===== src/hw/t1_alarm_pkg.sv =====
/*
  Shared constants for the T1 receive alarm and status block: register offsets, bit positions,
  reset values, detector thresholds and time counts, and the carrier state encoding.
  Assumes a 250 MHz system clock.
*/
package t1_alarm_pkg;
  localparam logic [7:0] LEVEL_STATUS_ADDR = 8'h10;
  localparam logic [7:0] ALARM_STATUS_ADDR = 8'h20;
  localparam logic [7:0] EVENT_FLAGS_ADDR = 8'h31;
  localparam logic [7:0] STATUS_RESET = 8'h00;
  localparam logic [7:0] UNMAPPED_READ = 8'h00;

  localparam int SYNC_REGAINED_BIT = 7;
  localparam int CARRIER_RESTORED_BIT = 6;
  localparam int TX_STORE_FULL_BIT = 5;
  localparam int TX_STORE_EMPTY_BIT = 4;
  localparam int TX_SLIP_BIT = 3;
  localparam int BLUE_CLEARED_BIT = 2;
  localparam int RX_DENSITY_BIT = 1;
  localparam int TX_DENSITY_BIT = 0;

  localparam int LEVEL_CODE_LO_BIT = 6;
  localparam int JITTER_LIMIT_BIT = 5;
  localparam int RX_CLOCK_LOSS_BIT = 4;
  localparam int FRAMER_CARRIER_LOSS_BIT = 3;

  localparam int BLUE_ALARM_BIT = 3;
  localparam int YELLOW_ALARM_BIT = 2;
  localparam int LINE_CARRIER_LOSS_BIT = 1;
  localparam int RX_SYNC_LOSS_BIT = 0;

  localparam int CLK_PERIOD_NS = 4;
  localparam int CLOCK_LOSS_NS = 3000;
  localparam int CLOCK_LOSS_CYC = (CLOCK_LOSS_NS + CLK_PERIOD_NS - 1) / CLK_PERIOD_NS;
  localparam int BLUE_WINDOW_MS = 3;
  localparam int BLUE_WINDOW_CYC = (BLUE_WINDOW_MS * 1000000) / CLK_PERIOD_NS;
  localparam int BLUE_MAX_ZEROS = 5;

  localparam int RED_ZERO_RUN = 192;
  localparam int RED_CLEAR_WINDOW = 112;
  localparam int RED_CLEAR_ONES = 14;
  localparam int DENSITY_MAX_ZEROS = 15;
  localparam int JA_DEPTH_DEFAULT = 128;
  localparam int JA_MARGIN = 4;

  localparam int YEL_BIT2_WINDOW = 256;
  localparam int YEL_BIT2_ZEROS = 254;
  localparam int YEL_FDL_RUN = 16;
  localparam int YEL_FDL_WINDOW = 16;
  localparam int YEL_FDL_CLEAR_MAX = 14;

  typedef enum logic [2:0] {
    CARRIER_OK = 3'b001,
    CARRIER_LOST = 3'b010,
    CARRIER_TRIAL = 3'b100
  } carrier_state_t;
endpackage


===== src/hw/rx_stream_if.sv =====
/*
  Recovered receive bit stream passed from the top to the line alarm detector.
  Assumes the source drives one bit strobe per receive clock rising edge.
*/
`timescale 1ns/100ps
interface rx_stream_if;
  logic ce;
  logic bit_stb;
  logic mark;
  modport source (output ce, output bit_stb, output mark);
  modport sink (input ce, input bit_stb, input mark);
endinterface


===== src/hw/line_alarm_detect.sv =====
/*
  Red alarm, blue alarm and receive pulse density detection on the receive bit stream.
  Assumes one strobe per received bit; a mark is a pulse on either rail.
*/
`timescale 1ns/100ps
module line_alarm_detect
  import t1_alarm_pkg::*;
#(
  parameter int BLUE_CYC = BLUE_WINDOW_CYC
) (
  input wire logic clk,
  input wire logic rst_n,
  rx_stream_if.sink rx,
  output logic red_out,
  output logic blue_out,
  output logic density_viol_out
);
  localparam int BT_W = $clog2(BLUE_CYC + 1);
  carrier_state_t cst_r, cst_nxt;
  logic [7:0] zrun_r;
  logic [6:0] win_r, win_nxt;
  logic [3:0] ones_r, ones_nxt;
  logic [BT_W-1:0] bt_r;
  logic [2:0] bz_r;
  logic blue_r;
  logic dv_r;

  wire zero_bit = rx.bit_stb & ~rx.mark;
  wire one_bit = rx.bit_stb & rx.mark;
  wire zero_hit = zero_bit & (zrun_r == 8'(RED_ZERO_RUN - 1));
  wire [7:0] zrun_nxt = one_bit ? 8'h00 : (zero_bit && zrun_r != 8'hff) ? zrun_r + 8'h01 : zrun_r;
  wire bt_end = (bt_r == BT_W'(BLUE_CYC - 1));
  wire bz_sat = (bz_r == 3'(BLUE_MAX_ZEROS + 1));
  wire [2:0] bz_inc = (zero_bit && !bz_sat) ? bz_r + 3'h1 : bz_r;

  always_comb begin
    cst_nxt = cst_r;
    win_nxt = win_r;
    ones_nxt = ones_r;
    unique case (cst_r)
      CARRIER_OK: begin
        if (zero_hit) cst_nxt = CARRIER_LOST;
      end
      CARRIER_LOST: begin
        if (one_bit) begin
          cst_nxt = CARRIER_TRIAL;
          win_nxt = 7'h01;
          ones_nxt = 4'h1;
        end
      end
      CARRIER_TRIAL: begin
        if (rx.bit_stb) begin
          win_nxt = win_r + 7'h01;
          if (one_bit) ones_nxt = ones_r + 4'h1;
          if (one_bit && ones_r == 4'(RED_CLEAR_ONES - 1)) begin
            cst_nxt = CARRIER_OK;
          end else if (win_r == 7'(RED_CLEAR_WINDOW - 1)) begin
            cst_nxt = CARRIER_LOST;
          end
        end
      end
    endcase
  end

  always_ff @(posedge clk or negedge rst_n) begin
    if (!rst_n) begin
      cst_r <= CARRIER_LOST;
      zrun_r <= 8'h00;
      win_r <= 7'h00;
      ones_r <= 4'h0;
    end else if (rx.ce) begin
      cst_r <= cst_nxt;
      zrun_r <= zrun_nxt;
      win_r <= win_nxt;
      ones_r <= ones_nxt;
    end
  end

  // A framed all-ones signal carries several framing zeros per window, so it never trips.
  always_ff @(posedge clk or negedge rst_n) begin
    if (!rst_n) begin
      bt_r <= '0;
      bz_r <= 3'h0;
      blue_r <= 1'b0;
      dv_r <= 1'b0;
    end else if (rx.ce) begin
      bt_r <= bt_end ? '0 : bt_r + BT_W'(1);
      bz_r <= bt_end ? 3'h0 : bz_inc;
      if (bt_end) blue_r <= (bz_inc <= 3'(BLUE_MAX_ZEROS));
      dv_r <= zero_bit & (zrun_r == 8'(DENSITY_MAX_ZEROS));
    end
  end

  assign red_out = (cst_r != CARRIER_OK);
  assign blue_out = blue_r;
  assign density_viol_out = dv_r;
endmodule


===== src/hw/yellow_detect.sv =====
/*
  Yellow alarm detection in the D4 bit-2, D4 twelfth-F-bit and ESF data link modes.
  Assumes the framer supplies one strobe per sample with its value.
*/
`timescale 1ns/100ps
module yellow_detect
  import t1_alarm_pkg::*;
(
  input wire logic clk,
  input wire logic rst_n,
  input wire logic ce,
  input wire logic mode_select,
  input wire logic esf_mode,
  input wire logic bit2_stb,
  input wire logic bit2_val,
  input wire logic fbit_stb,
  input wire logic fbit_val,
  input wire logic fdl_stb,
  input wire logic fdl_match,
  output logic yellow_out
);
  logic [7:0] b2_pos_r;
  logic [8:0] b2_zero_r;
  logic y_b2_r, f_last_r, y_f_r, y_e_r;
  logic [4:0] run_r, hits_r;
  logic [3:0] fwin_r;

  wire [8:0] b2_zero_nxt = b2_zero_r + {8'h00, ~bit2_val};
  wire b2_end = (b2_pos_r == 8'(YEL_BIT2_WINDOW - 1));
  wire [4:0] run_nxt = !fdl_match ? 5'h00 : (run_r == 5'(YEL_FDL_RUN)) ? run_r : run_r + 5'h01;
  wire [4:0] hits_nxt = hits_r + 5'(fdl_match);
  wire fwin_end = (fwin_r == 4'(YEL_FDL_WINDOW - 1));

  always_ff @(posedge clk or negedge rst_n) begin
    if (!rst_n) begin
      b2_pos_r <= 8'h00;
      b2_zero_r <= 9'h000;
      y_b2_r <= 1'b0;
    end else if (ce && bit2_stb) begin
      b2_pos_r <= b2_pos_r + 8'h01;
      b2_zero_r <= b2_end ? 9'h000 : b2_zero_nxt;
      if (b2_end) y_b2_r <= (b2_zero_nxt >= 9'(YEL_BIT2_ZEROS));
    end
  end

  always_ff @(posedge clk or negedge rst_n) begin
    if (!rst_n) begin
      f_last_r <= 1'b0;
      y_f_r <= 1'b0;
    end else if (ce && fbit_stb) begin
      f_last_r <= fbit_val;
      if (fbit_val && f_last_r) y_f_r <= 1'b1;
      else if (!fbit_val && !f_last_r) y_f_r <= 1'b0;
    end
  end

  always_ff @(posedge clk or negedge rst_n) begin
    if (!rst_n) begin
      run_r <= 5'h00;
      hits_r <= 5'h00;
      fwin_r <= 4'h0;
      y_e_r <= 1'b0;
    end else if (ce && fdl_stb) begin
      run_r <= run_nxt;
      fwin_r <= fwin_r + 4'h1;
      hits_r <= fwin_end ? 5'h00 : hits_nxt;
      if (run_nxt == 5'(YEL_FDL_RUN)) y_e_r <= 1'b1;
      else if (fwin_end && hits_nxt <= 5'(YEL_FDL_CLEAR_MAX)) y_e_r <= 1'b0;
    end
  end

  assign yellow_out = esf_mode ? y_e_r : (mode_select ? y_f_r : y_b2_r);
endmodule


===== src/hw/t1_receive_alarm_status.sv =====
/*
  Receive alarm and status logic of a T1 transceiver with its three latched status registers
  on the byte-wide parallel port and the alarm-change interrupt pin.
  Assumes every input is synchronous to REF_CLK_IN and the receive clock is far slower.
*/
// How it works
// Sync regained sets event bit 7, held.
// Carrier restored sets event bit 6, held.
// Transmit store overflow/underrun set bits 5, 4.
// Any transmit store slip sets bit 3.
// Blue alarm ending sets bit 2, held.
// Sixteen receive zeros set density bit 1.
// Sixteen transmit zeros set density bit 0.
// Level code shown in level bits 7:6.
// Jitter FIFO within four of limit flags.
// Three microseconds without receive clock edge flags.
// Framer carrier loss: 192 zeros, 14/112 clears.
// Level register bits 2:0 read zero.
// Blue: at most five zeros per 3ms.
// Bit-2 yellow: 254 of 256 zeros.
// F-bit yellow: two equal consecutive values.
// ESF yellow: 16 patterns set, 14/16 clear.
// Red alarm: 192 zeros set, 14/112 clear.
// Blue detector tolerates errors, ignores framed ones.
// Software qualifies blue with sync loss.
// Flags latch until read; alarms stay.
// Software writes mask, reads, writes back.
// Alarm change pulls interrupt low until read.
`timescale 1ns/100ps
module t1_receive_alarm_status
  import t1_alarm_pkg::*;
#(
  parameter int BLUE_CYC = BLUE_WINDOW_CYC,
  parameter int JA_DEPTH = JA_DEPTH_DEFAULT,
  parameter int JA_W = 8
) (
  input wire logic REF_CLK_IN,
  input wire logic RSTN_IN,
  input wire logic CE_IN,
  input wire logic RX_CLOCK_INPUT_IN,
  input wire logic RX_POSITIVE_RAIL_IN,
  input wire logic RX_NEGATIVE_RAIL_IN,
  input wire logic SYNC_ACQUIRED_IN,
  input wire logic TX_STORE_FULL_IN,
  input wire logic TX_STORE_EMPTY_IN,
  input wire logic TX_BIT_STB_IN,
  input wire logic TX_MARK_IN,
  input wire logic [1:0] LEVEL_CODE_IN,
  input wire logic [JA_W-1:0] JA_FILL_IN,
  input wire logic YELLOW_MODE_SELECT_IN,
  input wire logic ESF_MODE_IN,
  input wire logic CHAN_BIT2_STB_IN,
  input wire logic CHAN_BIT2_IN,
  input wire logic FBIT12_STB_IN,
  input wire logic FBIT12_IN,
  input wire logic FDL_PATTERN_STB_IN,
  input wire logic FDL_PATTERN_MATCH_IN,
  input wire logic [7:0] ADDR_IN,
  input wire logic WR_IN,
  input wire logic RD_IN,
  input wire logic [7:0] WDATA_IN,
  output logic [7:0] RDATA_OUT,
  output logic INT_N_OUT
);
  localparam int CL_W = $clog2(CLOCK_LOSS_CYC + 1);
  localparam logic [7:0] REG_ADDR [3] = '{LEVEL_STATUS_ADDR, ALARM_STATUS_ADDR, EVENT_FLAGS_ADDR};

  rx_stream_if rxs ();
  logic rclk_d_r, stb_r, mark_r, sync_d_r, red_d_r, blue_d_r;
  logic [1:0] level_r;
  logic [CL_W-1:0] cl_cnt_r;
  logic [3:0] tz_r;
  logic [3:0] alarm_d_r, pend_r, amask_r;
  logic [7:0] lat_r [3];
  logic [7:0] snap_r [3];
  logic [2:0] armed_r;
  logic [7:0] set_v [3];
  logic [7:0] pres_v [3];
  logic [7:0] clr_v [3];
  logic [2:0] sel;
  logic red, blue, yellow, rx_dv;
  logic [7:0] ev_set, lvl_set;

  assign rxs.ce = CE_IN;
  assign rxs.bit_stb = stb_r;
  assign rxs.mark = mark_r;

  line_alarm_detect #(.BLUE_CYC(BLUE_CYC)) u_line (
    .clk(REF_CLK_IN),
    .rst_n(RSTN_IN),
    .rx(rxs),
    .red_out(red),
    .blue_out(blue),
    .density_viol_out(rx_dv)
  );

  yellow_detect u_yellow (
    .clk(REF_CLK_IN),
    .rst_n(RSTN_IN),
    .ce(CE_IN),
    .mode_select(YELLOW_MODE_SELECT_IN),
    .esf_mode(ESF_MODE_IN),
    .bit2_stb(CHAN_BIT2_STB_IN),
    .bit2_val(CHAN_BIT2_IN),
    .fbit_stb(FBIT12_STB_IN),
    .fbit_val(FBIT12_IN),
    .fdl_stb(FDL_PATTERN_STB_IN),
    .fdl_match(FDL_PATTERN_MATCH_IN),
    .yellow_out(yellow)
  );

  wire rclk_edge = RX_CLOCK_INPUT_IN ^ rclk_d_r;
  wire clk_lost = (cl_cnt_r == CL_W'(CLOCK_LOSS_CYC));
  wire [CL_W-1:0] cl_nxt = rclk_edge ? '0 : (clk_lost ? cl_cnt_r : cl_cnt_r + CL_W'(1));
  wire ja_near = (JA_FILL_IN >= JA_W'(JA_DEPTH - JA_MARGIN)) || (JA_FILL_IN <= JA_W'(JA_MARGIN));
  wire tx_zero = TX_BIT_STB_IN & ~TX_MARK_IN;
  wire tx_dv = tx_zero & (tz_r == 4'(DENSITY_MAX_ZEROS));
  wire tx_one = TX_BIT_STB_IN & TX_MARK_IN;
  wire [3:0] tz_nxt = tx_one ? 4'h0 : (tx_zero && !tx_dv) ? tz_r + 4'h1 : tz_r;
  wire [3:0] alarm_now = {blue, yellow, red, ~SYNC_ACQUIRED_IN};
  wire [3:0] int_rel = (RD_IN && sel[1]) ? amask_r : 4'h0;
  wire [3:0] pend_nxt = (alarm_now ^ alarm_d_r) | (pend_r & ~int_rel);

  always_comb begin
    ev_set = STATUS_RESET;
    ev_set[SYNC_REGAINED_BIT] = SYNC_ACQUIRED_IN & ~sync_d_r;
    ev_set[CARRIER_RESTORED_BIT] = red_d_r & ~red;
    ev_set[TX_STORE_FULL_BIT] = TX_STORE_FULL_IN;
    ev_set[TX_STORE_EMPTY_BIT] = TX_STORE_EMPTY_IN;
    ev_set[TX_SLIP_BIT] = TX_STORE_FULL_IN | TX_STORE_EMPTY_IN;
    ev_set[BLUE_CLEARED_BIT] = blue_d_r & ~blue;
    ev_set[RX_DENSITY_BIT] = rx_dv;
    ev_set[TX_DENSITY_BIT] = tx_dv;
    lvl_set = STATUS_RESET;
    lvl_set[JITTER_LIMIT_BIT] = ja_near;
    lvl_set[RX_CLOCK_LOSS_BIT] = clk_lost;
    lvl_set[FRAMER_CARRIER_LOSS_BIT] = red;
  end

  assign set_v[0] = lvl_set;
  assign set_v[1] = STATUS_RESET;
  assign set_v[2] = ev_set;
  assign pres_v[0] = STATUS_RESET;
  assign pres_v[1] = {4'h0, alarm_now};
  assign pres_v[2] = STATUS_RESET;

  // The write that follows a read clears only the bits it names, so an event landing
  // between the read and the write-back is kept; a set in the clearing cycle also wins.
  for (genvar r = 0; r < 3; r++) begin : g_reg
    assign sel[r] = (ADDR_IN == REG_ADDR[r]);
    assign clr_v[r] = (WR_IN && sel[r] && armed_r[r]) ? WDATA_IN : 8'h00;
    always_ff @(posedge REF_CLK_IN or negedge RSTN_IN) begin
      if (!RSTN_IN) begin
        lat_r[r] <= STATUS_RESET;
        snap_r[r] <= STATUS_RESET;
        armed_r[r] <= 1'b0;
      end else if (CE_IN) begin
        lat_r[r] <= set_v[r] | pres_v[r] | (lat_r[r] & ~clr_v[r]);
        if (WR_IN && sel[r]) begin
          armed_r[r] <= ~armed_r[r];
          if (!armed_r[r]) snap_r[r] <= (snap_r[r] & ~WDATA_IN) | (lat_r[r] & WDATA_IN);
        end
      end
    end
  end

  wire [2:0] lvl_flags = snap_r[0][JITTER_LIMIT_BIT:FRAMER_CARRIER_LOSS_BIT];
  wire [7:0] lvl_read = {level_r, lvl_flags, 3'h0};
  wire [7:0] rd_mux = sel[0] ? lvl_read : sel[1] ? snap_r[1] : sel[2] ? snap_r[2] : UNMAPPED_READ;

  always_ff @(posedge REF_CLK_IN or negedge RSTN_IN) begin
    if (!RSTN_IN) begin
      rclk_d_r <= 1'b0;
      stb_r <= 1'b0;
      mark_r <= 1'b0;
      cl_cnt_r <= '0;
      tz_r <= 4'h0;
      level_r <= 2'h0;
    end else if (CE_IN) begin
      rclk_d_r <= RX_CLOCK_INPUT_IN;
      stb_r <= RX_CLOCK_INPUT_IN & ~rclk_d_r;
      mark_r <= RX_POSITIVE_RAIL_IN | RX_NEGATIVE_RAIL_IN;
      cl_cnt_r <= cl_nxt;
      tz_r <= tz_nxt;
      level_r <= LEVEL_CODE_IN;
    end
  end

  // Alarm history starts at the reset values, so a framer out of sync at reset raises one
  // interrupt that software acknowledges with its first poll.
  always_ff @(posedge REF_CLK_IN or negedge RSTN_IN) begin
    if (!RSTN_IN) begin
      sync_d_r <= 1'b0;
      red_d_r <= 1'b0;
      blue_d_r <= 1'b0;
      alarm_d_r <= 4'h0;
      pend_r <= 4'h0;
      amask_r <= 4'h0;
      RDATA_OUT <= UNMAPPED_READ;
      INT_N_OUT <= 1'b1;
    end else if (CE_IN) begin
      sync_d_r <= SYNC_ACQUIRED_IN;
      red_d_r <= red;
      blue_d_r <= blue;
      alarm_d_r <= alarm_now;
      pend_r <= pend_nxt;
      INT_N_OUT <= ~|pend_nxt;
      if (WR_IN && sel[1] && !armed_r[1]) amask_r <= WDATA_IN[3:0];
      if (RD_IN) RDATA_OUT <= rd_mux;
    end
  end
endmodule


===== config.mk =====
export PLATFORM = sky130hd
export DESIGN_NAME = t1_receive_alarm_status
export DESIGN_NICKNAME = d
export VERILOG_FILES = /design/src/hw/t1_alarm_pkg.sv /design/src/hw/rx_stream_if.sv /design/src/hw/line_alarm_detect.sv /design/src/hw/yellow_detect.sv /design/src/hw/t1_receive_alarm_status.sv
export SDC_FILE = /design/constraint.sdc
export NUM_CORES = 1
export LEC_CHECK = 0
export ABC_AREA = 1
export BUFFER_PORTS_ARGS = -buffer_cell sky130_fd_sc_hd__buf_4
export CAP_MARGIN = 20
export CORE_MARGIN = 5
export CORE_UTILIZATION = 58
export CTS_CLUSTER_SIZE = 12
export DETAILED_ROUTE_END_ITERATION = 8
export GPL_TIMING_DRIVEN = 1
export PLACE_DENSITY = 0.79
export SYNTH_ARGS = -nofsm -noshare
export SYNTH_HDL_FRONTEND = slang
export SYNTH_HIERARCHICAL = 1
export SYNTH_SLANG_ARGS = --single-unit
export TNS_END_PERCENT = 20

===== constraint.sdc =====
create_clock -name REF_CLK_IN -period 3.7 [get_ports REF_CLK_IN]
set_input_delay 0.925 -clock REF_CLK_IN [delete_from_list [all_inputs] [get_ports REF_CLK_IN]]
set_output_delay 0.925 -clock REF_CLK_IN [all_outputs]
set_load 0.05 [all_outputs]

==> run_results.csv, run 1 <==
group,metric,value,unit
outcome,status,"finished, final reports clean",
placed_design,dp_slack,0.965,ns
critical_path,r2r-end,"cl_cnt_r[5]$_DFFE_PN0P_",
critical_path,cp_num_cells,6,
final_layout,final_nets,1255,
sta,skew,0.00930,ns
critical_path,cp_data_arrival_time,2.64,ns
critical_path,crit_family,"simple AND/OR/NAND/NOR gates",
cts,cts_setup_buffers,0,
floorplan,core_area,15100,um^2
synthesis,synthesis.nets,1191,
synthesis,ys.flop_type,"dfrtp_1",
sta,rsz0062_at_grt,"no",
cts,cts-root-buf,"clkbuf_16",
critical_path,cp-end-kind,"flip-flop",
cts,clockBufferDepth,2,
floorplan,die_x,134,um
routing,routed_wl,19300,um
sta,setup_viol_count_final,0,
synthesis,synthMuxAreaShare,0.364,%
cts,insertion_delay,0.43,ns
cts,cts_resized,0,
grt,grt_antenna_before_repair,0,
critical_path,path_buf_inv,2,
grt,grt-ovfl-total,0,
power_and_ir_drop,ir_worst_vdd,0.000405,V
synthesis,syn_inst,1122,
cts,cts.sinks,164,
routing,dr.pass1.iters,5,
floorplan,die_y,134,um
floorplan,rows,45,
sta,worstMarginPinSlew,0.632,ns
grt,track_usage,22.4,%
floorplan,pin_count,56,
synthesis,synth-xor-area-share,4.11,%
final_layout,final_cell_mix,"nand2_1, dfrtp_1, inv_1",
synthesis,synth_compound_area_share,7.14,%
sta,finalSetupTns,0,ns
routing,drt_iter0_markers,440,
synthesis,synth-edff-count,0,
synthesis,synthArstFlopShare,100,%
critical_path,critPathSlowestCell,"nor2_4",
grt,grt_max_degree,70,
sta,timing.final.crit_share,62.8,%
cts,cts_tree,"built",
critical_path,cp-start-kind,"input pin",
routing,via_per_inst,5.33,
final_layout,syn2layout_area_growth,12.9,%
final_layout,multiInputGateArea,4190,um^2
synthesis,synth_cell_type_count,47,
power_and_ir_drop,powerDensity,484,nW/um^2
synthesis,synth_area_per_cell,7.98,um^2
sta,maxSlewHeadroom,57.9,%
critical_path,critPathMaxStageDelay,0.44,ns
grt,grt_pass1_vias,7087,
final_layout,final_common_cell,"nand2_1",
worst_hold_path,min_path_type,"reg2reg",
synthesis,synth_top_family_by_area,"simple AND/OR/NAND/NOR gates",
power_and_ir_drop,p_leak,5.23,nW
grt,grt_pass1_wl,33100,um
final_layout,drive_gt1_share,14.3,%
synthesis,yosysSeqAreaShare,45.9,%
critical_path,critPathMaxFanout,37,
final_layout,antenna_cells,0,
cts,path_clk_slew,0.06,ns
sta,fin_crit,2.32,ns
routing,num_vias,7399,
critical_path,rrSetupSlack,1.80,ns
cts,cts_hold_buf,0,
sta,worst_slack,1.38,ns
critical_path,path_cells,"buf_4 -> inv_1 -> nor2_4 -> nand2_2 -> nor3_1 -> nor2_1",
sta,max_freq,431,MHz
critical_path,critPathRequiredTime,4.02,ns
routing,detail_route.drc_violations,0,
critical_path,r2r_cells,9,
placed_design,numPortBuffers,55,
critical_path,crit_start,"CE_IN",
sta,hold_viol,0,
sta,finalMaxSlewViolations,0,
routing,postRouteAntennaNets,0,
critical_path,worstSetupPathType,"in2reg",
synthesis,synth_fa_ha_area_share,3.08,%
floorplan,initial_utilization,59.1,%
synthesis,ys_warn_count,6,
placed_design,place_congestion,0.898,
critical_path,r2r-start,"cl_cnt_r[0]$_DFFE_PN0P_",
synthesis,syn_area,8950,um^2
placed_design,hpwl,13800,um
routing,post_drt_wl_per_cell,13.9,um
synthesis,yosys.area_share.simple,32.2,%
synthesis,ys_ff_latch,164,
final_layout,seq_area,4110,um^2
placed_design,dpl.cell_count,1355,
final_layout,layout.cells.non_filler,1387,
floorplan,dieArea,18000,um^2
cts,cts_buffers,17,
run,cap_violations,0,
cts,cts_htree_levels,4,
final_layout,fillers,1265,
cells in the mapped netlist (6+ instances only):
cell,instances,area share [%]
xnor2_1,10,0.98
xor2_1,32,3.1
nand4_1,20,1.4
inv_2,13,0.55
nor2_1,93,3.9
nand2_1,330,14
inv_1,133,5.6
nand3_2,8,0.89
dfrtp_1,162,45
nor2_2,12,0.84
ha_1,22,3.1
o21bai_1,7,0.59
o22ai_1,6,0.42
a31oi_1,7,0.49
nand3b_1,15,1.3
a21oi_1,8,0.45
o21ai_1,23,1.3
nand3_1,80,4.5
nor3_1,16,0.89
nand2_2,15,1.0
o21ai_0,52,2.9
nor2_4,7,0.88
worst min-delay path by stage:
| stage | from | to | slack, ns | cells after the start |
|---|---|---|---|---|
| after global placement | sync_d_r$_DFFE_PN0P_ | lat_r[7]$_DFFE_PN0P_ | 0.46 | 1 |
| after floorplan | sync_d_r$_DFFE_PN0P_ | lat_r[7]$_DFFE_PN0P_ | 0.42 | 1 |
| final | u_yellow/fwin_r[3]$_DFFE_PN0P_ | u_yellow/fwin_r[3]$_DFFE_PN0P_ | 0.47 | 1 |
| after detailed placement | u_yellow/fwin_r[3]$_DFFE_PN0P_ | u_yellow/fwin_r[3]$_DFFE_PN0P_ | 0.46 | 1 |
| after global routing | sync_d_r$_DFFE_PN0P_ | lat_r[7]$_DFFE_PN0P_ | 0.50 | 1 |
| after CTS | u_yellow/fwin_r[3]$_DFFE_PN0P_ | u_yellow/fwin_r[3]$_DFFE_PN0P_ | 0.47 | 1 |
report_power, final:
part / switching [mW] / leakage [nW] / internal [mW]
combinational: 0.537 / 2.93 / 0.352
sequential: 0.261 / 2.04 / 2.05
clock: 0.727 / 0.258 / 0.962
through the flow:
stage / instance area (um^2) / hold slack (ns) / power (mW) / utilization [%]
after floorplan: 8950 / 0.425 / 2.94 / -
after global placement: 9540 / 0.459 / 3.16 / 63.0
after detailed placement: 9540 / 0.460 / 3.21 / 63.0
after CTS: 10100 / 0.474 / 4.91 / 66.7
after global routing: 10100 / 0.498 / 5.16 / 66.7
final: 10100 / 0.473 / 4.89 / 66.7
per-layer routing:
metal	up-vias	share of wire [%]	GRT usage [%]
li1	3718	-	-
met1	3486	45	29.6
met2	173	49	37.0
met3	22	4.5	4.91
met4	0	1.5	6.96
met5	-	0	0
logic make-up after synthesis:
family	after synthesis
XOR/XNOR	42
AO/OA/AOI/OAI	113
AND/OR/NAND/NOR	618
flip-flops	164
multiplexers	3
buffers and inverters	160
adder cells (fa/ha/maj)	22
area by class of cell:
| class | instances | area share, % |
|---|---|---|
| multi-input cells | 798 | 41.5 |
| flip-flops and latches | 164 | 40.6 |
| inverters | 146 | 5.42 |
| clock buffers | 21 | 4.56 |
| repair buffers | 59 | 4.54 |
| well taps | 188 | 2.33 |
| clock inverters | 11 | 1.02 |
No activity file was read; power rests on OpenSTA's default activity.
==> run 2, diff against run 1 <==
==> constraint.sdc (replaced) <==
create_clock -name REF_CLK_IN -period 2.2 [get_ports REF_CLK_IN]
set_input_delay 0.55 -clock REF_CLK_IN [delete_from_list [all_inputs] [get_ports REF_CLK_IN]]
set_output_delay 0.55 -clock REF_CLK_IN [all_outputs]
set_load 0.05 [all_outputs]
==> run 2 against run 1 <==
- clock skew about the same
- combinational power up 66%
- global-route usage down 0.50 points
- clock power up 79%
- flip-flop and latch count unchanged
- non-clock buffer count up 11
- first-iteration DRC count up 3.9%
- critical path depth up 3
- largest cell class unchanged
==> run_results.csv, run 2 (same netlist as run 1, synthesis figures left out) <==
group,metric,value,unit
outcome,status,"finished, final reports clean",
floorplan,core_area,15100,um^2
grt,grt_max_degree,52,
critical_path,cp-start-kind,"flip-flop",
cts,cts.sinks,164,
routing,drt_iter0_markers,457,
placed_design,place_congestion,0.891,
routing,postRouteAntennaNets,0,
final_layout,final_nets,1266,
grt,grt_pass1_vias,7075,
final_layout,final_cell_mix,"nand2_1, dfrtp_1, inv_1",
cts,cts-root-buf,"clkbuf_16",
sta,skew,0.00913,ns
routing,post_drt_wl_per_cell,13.5,um
sta,setup_viol_count_final,0,
cts,clockBufferDepth,2,
final_layout,syn2layout_area_growth,14.5,%
cts,cts_setup_buffers,0,
cts,cts_tree,"built",
critical_path,cp_data_arrival_time,2.08,ns
final_layout,fillers,1227,
sta,fin_crit,1.74,ns
cts,path_clk_slew,0.07,ns
sta,finalSetupTns,0,ns
power_and_ir_drop,ir_worst_vdd,0.000713,V
final_layout,final_common_cell,"nand2_1",
floorplan,die_y,134,um
critical_path,critPathRequiredTime,2.54,ns
critical_path,worstSetupPathType,"reg2reg",
placed_design,numPortBuffers,55,
sta,maxSlewHeadroom,63.1,%
grt,grt_antenna_before_repair,0,
cts,insertion_delay,0.42,ns
grt,grt_pass1_wl,32500,um
sta,finalMaxSlewViolations,0,
routing,via_per_inst,5.27,
floorplan,die_x,134,um
floorplan,initial_utilization,59.1,%
routing,routed_wl,18900,um
critical_path,cp-end-kind,"flip-flop",
worst_hold_path,min_path_type,"in2async",
floorplan,dieArea,18000,um^2
sta,worstMarginPinSlew,0.550,ns
final_layout,multiInputGateArea,4190,um^2
sta,max_freq,576,MHz
cts,cts_buffers,17,
power_and_ir_drop,p_leak,5.33,nW
run,cap_violations,0,
sta,worst_slack,0.464,ns
power_and_ir_drop,powerDensity,816,nW/um^2
sta,rsz0062_at_grt,"no",
final_layout,drive_gt1_share,15.1,%
grt,track_usage,21.9,%
sta,timing.final.crit_share,78.9,%
critical_path,critPathMaxFanout,9,
routing,dr.pass1.iters,7,
cts,cts_resized,0,
floorplan,rows,45,
cts,cts_htree_levels,4,
sta,hold_viol,0,
final_layout,seq_area,4110,um^2
final_layout,antenna_cells,0,
grt,grt-ovfl-total,0,
placed_design,dp_slack,0.217,ns
routing,num_vias,7369,
routing,detail_route.drc_violations,0,
cts,cts_hold_buf,0,
floorplan,pin_count,56,
placed_design,hpwl,13700,um
sta,fin_hold_ws,0.0307,ns
-- run 2: final timing paths --
| path | from | to | slack [ns] | depth (start not counted) |
|---|---|---|---|---|
| max | cl_cnt_r[0]$_DFFE_PN0P_ | cl_cnt_r[6]$_DFFE_PN0P_ | 0.46 | 9 |
| min | RSTN_IN | u_yellow/b2_zero_r[1]$_DFFE_PN0P_ | 0.03 | 1 |
| max reg2reg | cl_cnt_r[0]$_DFFE_PN0P_ | cl_cnt_r[6]$_DFFE_PN0P_ | 0.46 | 9 |
| min reg2reg | sync_d_r$_DFFE_PN0P_ | lat_r[7]$_DFFE_PN0P_ | 0.45 | 1 |
| max in group asynchronous | RSTN_IN | u_line/bt_r[3]$_DFFE_PN0P_ | 1.47 | 2 |
| min in group REF_CLK_IN | LEVEL_CODE_IN[1] | level_r[1]$_DFFE_PN0P_ | 0.34 | 3 |
-- run 2: layout make-up --
cell class              count  area share, %
clock buffers              20           4.36
inverters                 146           5.35
clock inverters            12           1.50
flip-flops and latches    164           40.1
repair buffers             70           5.53
multi-input cells         798           40.9
well taps                 188           2.29
-- run 2: worst max-delay path, cell delays in order, from the launching register on --
cell,delay [ns]
dfrtp_1,0.43
inv_1,0.16
ha_1,0.17
nand2_1,0.04
nor2_1,0.08
nand3_1,0.19
o21ai_4,0.27
buf_4,0.20
nand2_1,0.05
o21ai_1,0.06
-- run 2: report_power, final --
part	internal, mW	switching [mW]
clock network	1.82	1.20
logic	0.604	0.876
registers	3.44	0.426
total	5.86	2.50
-- run 2: metrics by stage --
step | cell area, um^2 | cells | utilization, % | total power, mW
6_report | 10200 | 1398 | 67.7 | 8.37
5_1_grt | 10200 | 1398 | 67.7 | 8.87
4_1_cts | 10200 | 1398 | 67.7 | 8.43
3_5_place_dp | 9650 | 1366 | 63.7 | 5.39
3_3_place_gp | 9650 | 1366 | 63.7 | 5.33
2_1_floorplan | 8950 | 1122 | - | 4.94
-- run 2: layer usage --
metal	routed length (um)	global-route usage (%)	share of wire, %	vias to the layer above
met5	0	0	0	-
met4	282	7.13	1.5	0
met3	842	4.09	4.5	23
met2	9050	36.6	48	162
met1	8690	29.0	46	3448
li1	-	-	-	3736
==> run 3, diff against run 2 <==
==> constraint.sdc (replaced) <==
create_clock -name REF_CLK_IN -period 1.8 [get_ports REF_CLK_IN]
set_input_delay 0.45 -clock REF_CLK_IN [delete_from_list [all_inputs] [get_ports REF_CLK_IN]]
set_output_delay 0.45 -clock REF_CLK_IN [all_outputs]
set_load 0.05 [all_outputs]
==> run 3 against run 2 <==
- register-to-register slack worse by 0.35 ns
- clock power up 25%
- die area unchanged
- sequential power up 22%
- hold slack better by 0.19 ns
- core utilization up 0.97 points
- combinational power up 26%
- critical endpoint is now cl_cnt_r[5]$_DFFE_PN0P_
==> run_results.csv, run 3 (same netlist as run 1, synthesis figures left out) <==
group,metric,value,unit
critical_path,cp-end-kind,"flip-flop",
sta,worstMarginPinSlew,0.380,ns
critical_path,cpMostUsedCell,"nand2_1",
final_layout,syn2layout_area_growth,16.2,%
grt,grt_max_degree,41,
cts,clockBufferDepth,2,
final_layout,layout.cells.non_filler,1415,
floorplan,core_area,15100,um^2
floorplan,initial_utilization,59.1,%
cts,cts.sinks,164,
sta,skew,0.00745,ns
sta,worst_slack,0.117,ns
critical_path,critPathRequiredTime,2.12,ns
critical_path,critPathMaxStageDelay,0.43,ns
grt,grt_util_met1,29.8,%
critical_path,crit_family,"simple AND/OR/NAND/NOR gates",
critical_path,critPathSlowestCell,"dfrtp_1",
floorplan,die_x,134,um
floorplan,pin_count,56,
critical_path,worstSetupPathType,"reg2reg",
final_layout,final_common_cell,"nand2_1",
sta,rsz0062_at_grt,"no",
final_layout,fillers,1218,
final_layout,design_area,10400,um^2
routing,num_vias,7520,
power_and_ir_drop,ir_worst_vdd,0.000637,V
grt,grt-ovfl-total,0,
power_and_ir_drop,p_leak,5.41,nW
grt,grt_pass1_vias,7388,
routing,drt_iter0_markers,455,
cts,cts_tree,"built",
grt,grt_antenna_before_repair,0,
cts,path_clk_slew,0.06,ns
floorplan,die_y,134,um
critical_path,path_buf_inv,2,
run,cap_violations,0,
grt,track_usage,22.9,%
final_layout,drive_gt1_share,16.4,%
final_layout,final_nets,1283,
sta,finalSetupTns,0,ns
grt,use_met3,4.88,%
floorplan,rows,45,
floorplan,dieArea,18000,um^2
cts,insertion_delay,0.43,ns
cts,cts_htree_levels,4,
routing,post_drt_wl_per_cell,13.8,um
critical_path,critPathMaxFanout,6,
sta,setup_viol_count_final,0,
sta,timing.final.crit_share,93.5,%
sta,fin_hold_ws,0.223,ns
sta,hold_viol,0,
grt,use_met2,37.9,%
cts,cts-root-buf,"clkbuf_16",
worst_hold_path,min_path_type,"in2reg",
final_layout,final_util,68.6,%
power_and_ir_drop,p_total,10.4,mW
routing,via_per_inst,5.31,
placed_design,post_dp_cell_area,9760,um^2
placed_design,dp_slack,-0.000725,ns
sta,maxSlewHeadroom,74.5,%
power_and_ir_drop,powerDensity,1000,nW/um^2
cts,cts_buffers,17,
final_layout,final_cell_mix,"nand2_1, dfrtp_1, inv_1",
critical_path,cp_data_arrival_time,2.00,ns
outcome,status,"finished, final reports clean",
sta,max_freq,594,MHz
final_layout,antenna_cells,0,
routing,detail_route.drc_violations,0,
critical_path,cp-start-kind,"flip-flop",
placed_design,place_congestion,0.874,
placed_design,hpwl,14100,um
routing,postRouteAntennaNets,0,
sta,fin_crit,1.68,ns
placed_design,dpl.cell_count,1381,
critical_path,path_cells,"inv_2 -> ha_1 -> nand2_1 -> nor2_1 -> nand3_2 -> o21ai_4 -> inv_1 -> nand2_1 -> nand2_1",
routing,routed_wl,19500,um
grt,grt-busiest-layer,"met2",
grt,grt_pass1_wl,33700,um
routing,dr.pass1.iters,5,
placed_design,numPortBuffers,55,
sta,finalMaxSlewViolations,0,
run 3: changes by cell type in the layout (fill, tap and decap cells not counted), sizes merged:
cell	before	now
buf	70	86
bufinv	3	4
clkbuf	20	19
clkinv	5	4
dlygate4sd3	0	1
inv	147	148
run 3: area by class of cell:
cell class                      instances  area [um^2]  share of cell area [%]
Tap cell                              188          235                    2.26
Timing Repair Buffer                   87          697                    6.70
Clock inverter                         13          180                    1.73
Sequential cell                       164         4110                    39.5
Multi-Input combinational cell        798         4200                    40.4
Inverter                              146          548                    5.27
Clock buffer                           19          433                    4.16
run 3: tightest hold or removal path, delay by kind of cell:
kind | cells | cell delay, ns
buffers and inverters | 1 | 0.08
AOI/OAI and AO/OA | 1 | 0.05
and+or+nand+nor | 1 | 0.04
run 3: what timing repair did:
action / 4_1_cts / 5_1_grt
hold buffers: 1 / 0
setup buffers: 0 / 1
hold endpoints to repair: 30 / 0
gates resized for setup: 0 / 2
setup endpoints to repair: 0 / 10
run 3: final timing paths:
check	start	end	slack (ns)	cells past startpoint
hold reg to reg	sync_d_r$_DFFE_PN0P_	lat_r[7]$_DFFE_PN0P_	0.46	1
setup / recovery	cl_cnt_r[0]$_DFFE_PN0P_	cl_cnt_r[5]$_DFFE_PN0P_	0.12	9
setup reg to reg	cl_cnt_r[0]$_DFFE_PN0P_	cl_cnt_r[5]$_DFFE_PN0P_	0.12	9
max in group asynchronous	RSTN_IN	u_line/cst_r[1]$_DFFE_PN1P_	0.74	3
min in group asynchronous	RSTN_IN	u_yellow/run_r[1]$_DFFE_PN0P_	0.48	2
hold / removal	LEVEL_CODE_IN[1]	level_r[1]$_DFFE_PN0P_	0.22	3
run 3: where the power goes:
group	switching (mW)	internal, mW	leakage, nW	total [mW]
Clock	1.48	2.32	0.294	3.79
Combinational	1.11	0.768	3.08	1.87
Sequential	0.531	4.21	2.04	4.74
Total	3.11	7.29	5.41	10.4
run 3: routing by layer:
layer | up-vias | share of wire [%]
li1 | 3769 | -
met1 | 3541 | 44
met2 | 166 | 49
met3 | 44 | 4.9
met4 | 0 | 2.0
met5 | - | 0
